## src/core/acbd_defs.vh

```
// What this block does
// - first one after select low starts byte
// - bits 6..4 select the input channel
// - bit 3 one unipolar, zero bipolar
// - bit 2 one single-ended, zero differential
// - bit 1 one operational, zero power-down
// - bit 0 one external clock, zero internal
// - eight-channel single-ended index is {high,low,polarity}
// - eight-channel differential pair, polarity bit swaps
// - four-channel variant ignores low select bit
// - unipolar differential negative input gives zero
// - strobe high two periods before result MSB
// - back-to-back external conversion takes ten clocks
// - strobe and data change on falling edges; the internal clock strobe rises when the conversion ends
// - data input sampled on rising edges
// - track after sixth bit, hold after eighth
// - eight result bits on falling edges, MSB first
// - unipolar straight binary, bipolar two's complement
`ifndef ACBD_DEFS_VH
`define ACBD_DEFS_VH

// control byte field positions
`define ACBD_BIT_POLSEL 6
`define ACBD_BIT_SELHI 5
`define ACBD_BIT_SELLO 4
`define ACBD_BIT_CODING 3
`define ACBD_BIT_MODE 2
`define ACBD_BIT_POWER 1
`define ACBD_BIT_CLKSEL 0

// frame bit counts
`define ACBD_BYTE_BITS 4'h8
`define ACBD_TRACK_BIT 4'h6
`define ACBD_RES_MSB 3'h7

// reset values: internal clock mode, strobe high, powered
`define ACBD_RST_STROBE 1'b1
`define ACBD_RST_EXTCLK 1'b0
`define ACBD_RST_POWER 1'b1
`define ACBD_RST_UNI 1'b1
`define ACBD_RST_SINGLE 1'b1

// timing
`define ACBD_CLK_NS 4
`define ACBD_INT_CONV_NS 25000
`define ACBD_INT_STEP_CYC 16'h030D // conversion time over clock, per step

`endif

```

## src/core/acbd_core.v

```verilog
`timescale 1ns/1ps
`include "acbd_defs.vh"
// serial control byte decoder and conversion sequencer
module acbd_core #(
   parameter EIGHT_CH = 1,
   parameter [15:0] STEP_CYCLES = `ACBD_INT_STEP_CYC
) (
   input wire clk,
   input wire nrst,
   input wire cs_n_pin,
   input wire sclk_pin,
   input wire din_pin,
   input wire cmp_hi_pin,
   input wire in_neg_pin,
   output reg dout_q,
   output reg dout_oe_q,
   output reg conversion_strobe_q,
   output reg conversion_strobe_oe_q,
   output reg [2:0] pos_chan_q,
   output reg [2:0] neg_chan_q,
   output reg neg_is_return_q,
   output reg coding_unipolar_q,
   output reg single_ended_q,
   output reg powered_q,
   output reg ext_clock_q,
   output reg track_q,
   output reg [7:0] trial_q
);
   localparam [2:0] ST_IDLE = 3'h0;
   localparam [2:0] ST_STRB = 3'h1;
   localparam [2:0] ST_EDATA = 3'h2;
   localparam [2:0] ST_ICONV = 3'h3;
   localparam [2:0] ST_IREAD = 3'h4;

   reg [1:0] rst_q;
   wire rst_n;
   wire [4:0] pins_s;
   wire cs_n_s;
   wire sclk_s;
   wire din_s;
   wire cmp_s;
   wire neg_s;
   reg sclk_p_q;
   reg cs_n_p_q;
   reg [3:0] rx_cnt_q;
   reg [7:0] rx_sh_q;
   reg [2:0] state_q;
   reg strb_cnt_q;
   reg [2:0] bit_q;
   reg [15:0] tick_q;
   reg [7:0] res_q;
   reg lead_q;
   wire sclk_rise;
   wire sclk_fall;
   wire cs_fall;
   wire [7:0] onehot;
   wire [7:0] trial_nx;
   wire force_zero;
   wire obit;
   wire [7:0] coded_res;
   wire [2:0] pos_nx;
   wire [2:0] neg_nx;

   // reset release through two flops
   always @(posedge clk or negedge nrst)
   begin
      if (!nrst)
         rst_q <= 2'h0;
      else
         rst_q <= {rst_q[0], 1'b1};
   end
   assign rst_n = rst_q[1];

   // select enters inverted so a cleared synchroniser reads as deselected
   acbd_sync #(.WIDTH(5)) u_sync (
      .clk(clk),
      .rst_n(rst_n),
      .d({~cs_n_pin, sclk_pin, din_pin, cmp_hi_pin, in_neg_pin}),
      .q(pins_s)
   );
   assign cs_n_s = ~pins_s[4];
   assign sclk_s = pins_s[3];
   assign din_s = pins_s[2];
   assign cmp_s = pins_s[1];
   assign neg_s = pins_s[0];

   // shift clock edges, only while selected
   assign sclk_rise = sclk_s & ~sclk_p_q & ~cs_n_s;
   assign sclk_fall = ~sclk_s & sclk_p_q & ~cs_n_s;
   assign cs_fall = ~cs_n_s & cs_n_p_q;

   // successive approximation step on the current trial bit
   assign onehot = 8'h01 << bit_q;
   assign trial_nx = (trial_q & ~onehot) | (cmp_s ? onehot : 8'h00)
      | ((bit_q != 3'h0) ? (onehot >> 1) : 8'h00);
   assign force_zero = coding_unipolar_q & ~single_ended_q & neg_s;
   // bipolar: flip the msb of offset binary for two's complement
   assign obit = force_zero ? 1'b0 :
      (((bit_q == `ACBD_RES_MSB) && !coding_unipolar_q) ? ~cmp_s : cmp_s);
   assign coded_res = force_zero ? 8'h00 :
      {trial_nx[7] ^ ~coding_unipolar_q, trial_nx[6:0]};

   // channel routing from the freshly received byte
   generate
      if (EIGHT_CH != 0)
      begin : g_eight
         assign pos_nx = {rx_sh_q[`ACBD_BIT_SELHI], rx_sh_q[`ACBD_BIT_SELLO],
            rx_sh_q[`ACBD_BIT_POLSEL]};
         assign neg_nx = {rx_sh_q[`ACBD_BIT_SELHI], rx_sh_q[`ACBD_BIT_SELLO],
            ~rx_sh_q[`ACBD_BIT_POLSEL]};
      end
      else
      begin : g_four
         assign pos_nx = {1'b0, rx_sh_q[`ACBD_BIT_SELHI],
            rx_sh_q[`ACBD_BIT_POLSEL]};
         assign neg_nx = {1'b0, rx_sh_q[`ACBD_BIT_SELHI],
            ~rx_sh_q[`ACBD_BIT_POLSEL]};
      end
   endgenerate

   // serial receiver, conversion sequencer and output drivers
   always @(posedge clk or negedge rst_n)
   begin
      if (!rst_n)
      begin
         sclk_p_q <= 1'b0;
         cs_n_p_q <= 1'b1;
         rx_cnt_q <= 4'h0;
         rx_sh_q <= 8'h00;
         state_q <= ST_IDLE;
         strb_cnt_q <= 1'b0;
         bit_q <= 3'h0;
         tick_q <= 16'h0000;
         res_q <= 8'h00;
         lead_q <= 1'b0;
         dout_q <= 1'b0;
         dout_oe_q <= 1'b0;
         conversion_strobe_q <= `ACBD_RST_STROBE;
         conversion_strobe_oe_q <= 1'b1;
         pos_chan_q <= 3'h0;
         neg_chan_q <= 3'h0;
         neg_is_return_q <= 1'b1;
         coding_unipolar_q <= `ACBD_RST_UNI;
         single_ended_q <= `ACBD_RST_SINGLE;
         powered_q <= `ACBD_RST_POWER;
         ext_clock_q <= `ACBD_RST_EXTCLK;
         track_q <= 1'b0;
         trial_q <= 8'h00;
      end
      else
      begin
         sclk_p_q <= sclk_s;
         cs_n_p_q <= cs_n_s;
         // internal clock conversion runs regardless of the link
         if (state_q == ST_ICONV)
         begin
            if (tick_q == 16'h0000)
            begin
               tick_q <= STEP_CYCLES - 16'h0001;
               trial_q <= trial_nx;
               bit_q <= bit_q - 3'h1;
               if (bit_q == 3'h0)
               begin
                  res_q <= coded_res;
                  conversion_strobe_q <= 1'b1;
                  lead_q <= 1'b1;
                  state_q <= ST_IREAD;
               end
            end
            else
               tick_q <= tick_q - 16'h0001;
         end
         if (cs_n_s)
         begin
            // deselected: release data out, and the strobe in external clock mode only, drop any partial byte
            rx_cnt_q <= 4'h0;
            track_q <= 1'b0;
            dout_oe_q <= 1'b0;
            dout_q <= 1'b0;
            if (ext_clock_q)
            begin
               conversion_strobe_oe_q <= 1'b0;
               conversion_strobe_q <= 1'b0;
               if (state_q == ST_STRB || state_q == ST_EDATA)
                  state_q <= ST_IDLE;
            end
         end
         else
         begin
            dout_oe_q <= 1'b1;
            conversion_strobe_oe_q <= 1'b1;
            if (cs_fall && ext_clock_q)
               conversion_strobe_q <= 1'b0;
         end
         // rising edge: collect control bits, not in the strobe window
         if (sclk_rise && state_q != ST_STRB)
         begin
            if (rx_cnt_q == 4'h0)
            begin
               if (din_s)
               begin
                  rx_cnt_q <= 4'h1;
                  rx_sh_q <= {rx_sh_q[6:0], din_s};
               end
            end
            else if (rx_cnt_q < `ACBD_BYTE_BITS)
            begin
               rx_cnt_q <= rx_cnt_q + 4'h1;
               rx_sh_q <= {rx_sh_q[6:0], din_s};
            end
         end
         // falling edge: track/hold, strobe and result bits
         if (sclk_fall)
         begin
            if (rx_cnt_q == `ACBD_TRACK_BIT)
               track_q <= 1'b1;
            if (rx_cnt_q == `ACBD_BYTE_BITS)
            begin
               // byte complete: latch fields, start a new conversion
               rx_cnt_q <= 4'h0;
               track_q <= 1'b0;
               pos_chan_q <= pos_nx;
               neg_chan_q <= neg_nx;
               neg_is_return_q <= rx_sh_q[`ACBD_BIT_MODE];
               single_ended_q <= rx_sh_q[`ACBD_BIT_MODE];
               coding_unipolar_q <= rx_sh_q[`ACBD_BIT_CODING];
               powered_q <= rx_sh_q[`ACBD_BIT_POWER];
               ext_clock_q <= rx_sh_q[`ACBD_BIT_CLKSEL];
               trial_q <= 8'h80;
               bit_q <= `ACBD_RES_MSB;
               dout_q <= 1'b0;
               strb_cnt_q <= 1'b0;
               if (rx_sh_q[`ACBD_BIT_CLKSEL])
               begin
                  conversion_strobe_q <= 1'b1;
                  state_q <= ST_STRB;
               end
               else
               begin
                  conversion_strobe_q <= 1'b0;
                  tick_q <= STEP_CYCLES - 16'h0001;
                  state_q <= ST_ICONV;
               end
            end
            else
            begin
               case (state_q)
                  ST_STRB:
                  begin
                     if (strb_cnt_q)
                     begin
                        // second period over: strobe low, msb out
                        conversion_strobe_q <= 1'b0;
                        dout_q <= obit;
                        trial_q <= trial_nx;
                        bit_q <= bit_q - 3'h1;
                        state_q <= ST_EDATA;
                     end
                     else
                        strb_cnt_q <= 1'b1;
                  end
                  ST_EDATA:
                  begin
                     dout_q <= obit;
                     trial_q <= trial_nx;
                     bit_q <= bit_q - 3'h1;
                     if (bit_q == 3'h0)
                        state_q <= ST_IDLE;
                  end
                  ST_IREAD:
                  begin
                     // one zero edge, then stored result msb first
                     if (lead_q)
                     begin
                        lead_q <= 1'b0;
                        dout_q <= 1'b0;
                     end
                     else
                     begin
                        dout_q <= res_q[7];
                        res_q <= {res_q[6:0], 1'b0};
                     end
                  end
                  ST_ICONV:
                     dout_q <= 1'b0;
                  default:
                     dout_q <= 1'b0; // zeros once the result is out
               endcase
            end
         end
      end
   end
endmodule // acbd_core

```

## src/core/acbd_sync.v

```verilog
`timescale 1ns/1ps
// two-stage synchroniser for a group of pin inputs
module acbd_sync #(
   parameter WIDTH = 1
) (
   input wire clk,
   input wire rst_n,
   input wire [WIDTH-1:0] d,
   output wire [WIDTH-1:0] q
);
   reg [WIDTH-1:0] meta_q;
   reg [WIDTH-1:0] sync_q;

   // first stage feeds only the second stage
   always @(posedge clk or negedge rst_n)
   begin
      if (!rst_n)
      begin
         meta_q <= {WIDTH{1'b0}};
         sync_q <= {WIDTH{1'b0}};
      end
      else
      begin
         meta_q <= d;
         sync_q <= meta_q;
      end
   end

   assign q = sync_q;
endmodule // acbd_sync

```

## config.mk

```make
export PLATFORM = sky130hd
export DESIGN_NAME = acbd_core
export DESIGN_NICKNAME = d
export VERILOG_FILES = /design/src/core/acbd_core.v /design/src/core/acbd_sync.v
export VERILOG_INCLUDE_DIRS = /design/src /design/src/core
export SDC_FILE = /design/constraint.sdc
export NUM_CORES = 1
export LEC_CHECK = 0
export BUFFER_PORTS_ARGS = -buffer_cell sky130_fd_sc_hd__buf_2
export CORE_AREA = 4 4 111 113
export CTS_CLUSTER_SIZE = 25
export DETAILED_ROUTE_END_ITERATION = 10
export DIE_AREA = 0 0 115 117
export PLACE_DENSITY_LB_ADDON = 0.1
export SLEW_MARGIN = 20
export SYNTH_ARGS = -nofsm -noshare
export SYNTH_HDL_FRONTEND = slang
export SYNTH_HIERARCHICAL = 1
export SYNTH_SLANG_ARGS = --single-unit
```

## constraint.sdc

```tcl
create_clock -name clk -period 3.4 [get_ports clk]
set_clock_uncertainty 0.15 [all_clocks]
set_input_delay 0.34 -clock clk [delete_from_list [all_inputs] [get_ports clk]]
set_output_delay 0.34 -clock clk [all_outputs]
set_load 0.05 [all_outputs]
```

==> summary.txt <==
Placement
  – Placed Area: 0.00411 mm2
  – Placer congestion estimate: 0.798
  – Port Buffer Count: 30
  – HPWL Detailed: a little under 6 mm

STA
  – Worst Tran Pin Value: ~0.77 ns
  – Slew margin rel.: 0.481
  – Setup TNS: 0 ns
  – Fmax: 0.358 GHz
  – Endpoints failing hold: 0
  – Max-slew violation count: 0
  – Tmin final: approximately 2.8 ns
  – Setup Viol. Count Final: 0
  – Unrepaired setup endpoints after global routing: no
  – Final Cycle Share: 0.821

Worst setup path
  – Crit path launch type: flip-flop
  – Kind of end point of the critical path: flip-flop
  – Crit-path max cell delay: roughly 0.59 ns
  – Most used cell, CP: or4_4
  – Slowest CP cell: or4_4
  – CP bufs+invs: 0
  – WP data required: approximately 3.5 ns
  – CP arrival: ~2.9 ns
  – CP cell instances: or4_4 > or4_4 > nor3_4 > nor3b_1 > a221o_2
  – CP delay by family, top: simple AND/OR/NAND/NOR gates
  – Crit path kind: reg2reg
  – Crit path max fanout: 17

Cells and area
  – Layout cells sized above 1: 0.179
  – Final core utilization: 0.399
  – Nets: roughly 430
  – Antenna diodes: 0
  – Design Area, Final: approximately 0.0045 mm2
  – P&R area growth vs syn: 16.9%

Global routing
  – Initial antenna violation count: 0
  – All-Layer GR Usage: 0.143
  – Total grt overflow: 0
  – Pin count of the biggest net entering global routing: 77
  – Vias in the first global route: ~2900
  – First-pass GRT wire length: between 10 and 15 mm

Clock network
  – Clk root buf: clkbuf_16
  – Clk sinks: around 80
  – CTS tree: done
  – Clk buf depth: 2
  – H-tree levels: 3
  – CTS Buf Count: 9
  – Clock slew at reported path FFs: 0.06 ns
  – Hold Buf Count CTS: 6
  – Postcts setup bufs: 0
  – # resized after CTS: 0
  – Clk Latency, worst-skew pair: approximately 0.34 ns

Yosys
  – Top_reg_cell synth: dfrtp_1
  – Post-synth ARST share: 1.00
  – Distinct cells, synth: 62
  – Syn Inst Count: 383
  – Synthesized flop and latch total: between 70 and 80
  – Post-synth EDFFs: 0
  – Yosys warns: 6
  – Netlist Area Pre-Place: around 0.0039 mm2
  – Post-synthesis sequential area ratio: 0.507
  – Post-synthesis average cell area: between 10 and 15 um2
  – Syn Nets: 400

Route
  – Vias/cell: between 5 and 6
  – Average routed wire per standard cell: roughly 16 um
  – DRC viols: 0
  – DRT iter0 DRCs: 108
  – DR vias: ~2900
  – Routed WL: roughly 8.8 mm
  – Pre-antenna DRT Iters: 4
  – Final ANT Viol Nets: 0

Pwr
  – Leakage power: 2.16 nW
  – Peak VDD IR: between 0.0002 and 0.0003 V
  – PD cells: 469 mW/mm2

Floorplan
  – Starting Density: 0.342
  – Placeable Area: between 0.01 and 0.015 mm2
  – IO Pins: 31
  – Die Span Y: ~120 um
  – Row count: 39
  – DIE WIDTH: approximately 120 um
  – Die area: approximately 0.013 mm2

Run
  – Max Cap Viol: 0

Outcome
  – Status: finished clean

Hold path
  – Worst hold path type: reg2async
[per-stage QoR]
stage          total power, mW  hold slack (ns)  setup slack (ns)  std cells
2_1_floorplan             1.06           -0.106             0.859        383
3_3_place_gp              1.09          -0.0247             0.681        540
4_1_cts                   2.16            0.141             0.614        562
5_1_grt                   2.21            0.103             0.460        563
6_report                  2.12           0.0785             0.608        563
3_5_place_dp              1.09          -0.0226             0.630        540
[per-layer routing]
metal / share of wire / GRT usage / routed length, um / vias to the layer above
li1: - / - / - / 1402
met1: 0.50 / 0.199 / 4430 / 1404
met2: 0.43 / 0.211 / 3820 / 51
met3: 0.037 / 0.0298 / 323 / 16
met4: 0.027 / 0.0720 / 235 / 0
met5: 0 / 0 / 0 / -
[power by group]
group | switching, mW | internal, mW
Clock | 0.396 | 0.649
Sequential | 0.0364 | 0.966
Combinational | 0.0378 | 0.0365
[cells in the mapped netlist (all sizes together) (7+ instances only)]
cell | n | share of area
dfrtp | 72 | 0.47
nand2 | 44 | 0.043
nor2 | 32 | 0.031
a21oi | 20 | 0.026
inv | 17 | 0.016
o21ai | 17 | 0.022
clkbuf | 12 | 0.012
nor3 | 11 | 0.017
ha | 10 | 0.032
o22ai | 10 | 0.016
xor2 | 10 | 0.023
nand3b | 9 | 0.017
nand2b | 8 | 0.013
nand3 | 8 | 0.010
buf | 7 | 0.017
mux2 | 7 | 0.020
mux2i | 7 | 0.018
[state kept, by name, summed over array words and instances (netlist names), 2 cells and up]
name / cells
rst_q: 2
u_sync/q: 5
rx_sh_q: 7
pos_chan_q: 3
trial_q: 8
bit_q: 3
res_q: 8
rx_cnt_q: 4
u_sync/meta_q: 5
state_q: 3
tick_q: 16
[kinds of logic after synthesis]
kind of cell | count (synthesis) | share of synthesized area
adders and majority gates | 10 | 0.0324
xor gates and xnor gates | 16 | 0.0362
DFF | 78 | 0.507
other | 1 | 0.000970
muxes | 14 | 0.0385
buffers and inverters | 36 | 0.0456
and+or+nand+nor | 148 | 0.204
AOI/OAI and AO/OA | 80 | 0.136
[path summary, 6_finish.rpt]
path	cells after the start	slack, ns	to	startpoint
min reg2reg	0	0.08	rx_cnt_q[2]$_DFF_PN0_	rst_q[1]$_DFF_PN0_
max	5	0.61	res_q[6]$_DFF_PN0_	tick_q[9]$_DFF_PN0_
min	0	0.08	rx_cnt_q[2]$_DFF_PN0_	rst_q[1]$_DFF_PN0_
min in group clk	0	0.20	u_sync/q[0]$_DFF_PN0_	u_sync/meta_q[0]$_DFF_PN0_
max in group asynchronous	1	2.39	single_ended_q$_DFFE_PN1P_	rst_q[1]$_DFF_PN0_
max reg2reg	5	0.61	res_q[6]$_DFF_PN0_	tick_q[9]$_DFF_PN0_
[cells in the final DEF (no fill, tap or decap), drive strengths merged, types with 8 or more instances in the layout]
| cell type | instances |
|---|---|
| nand3 | 8 |
| inv | 19 |
| dfrtp | 72 |
| o22ai | 10 |
| nand2b | 8 |
| nand2 | 44 |
| nor2 | 32 |
| o21ai | 17 |
| xor2 | 10 |
| clkbuf | 10 |
| buf | 34 |
| nor3 | 11 |
| a21oi | 20 |
| nand3b | 9 |
| ha | 10 |
[area by class of cell]
type                       count  area (um2)
inverter                      17        63.8
sequential                    78        1960
fill                        1110        6800
timing repair buffer          40         260
tap                          143         179
clock buffer                  10         229
clock inverter                 6        93.8
multi-input combinational    269        1730
Note: power is estimated with default switching activity, not from simulation.
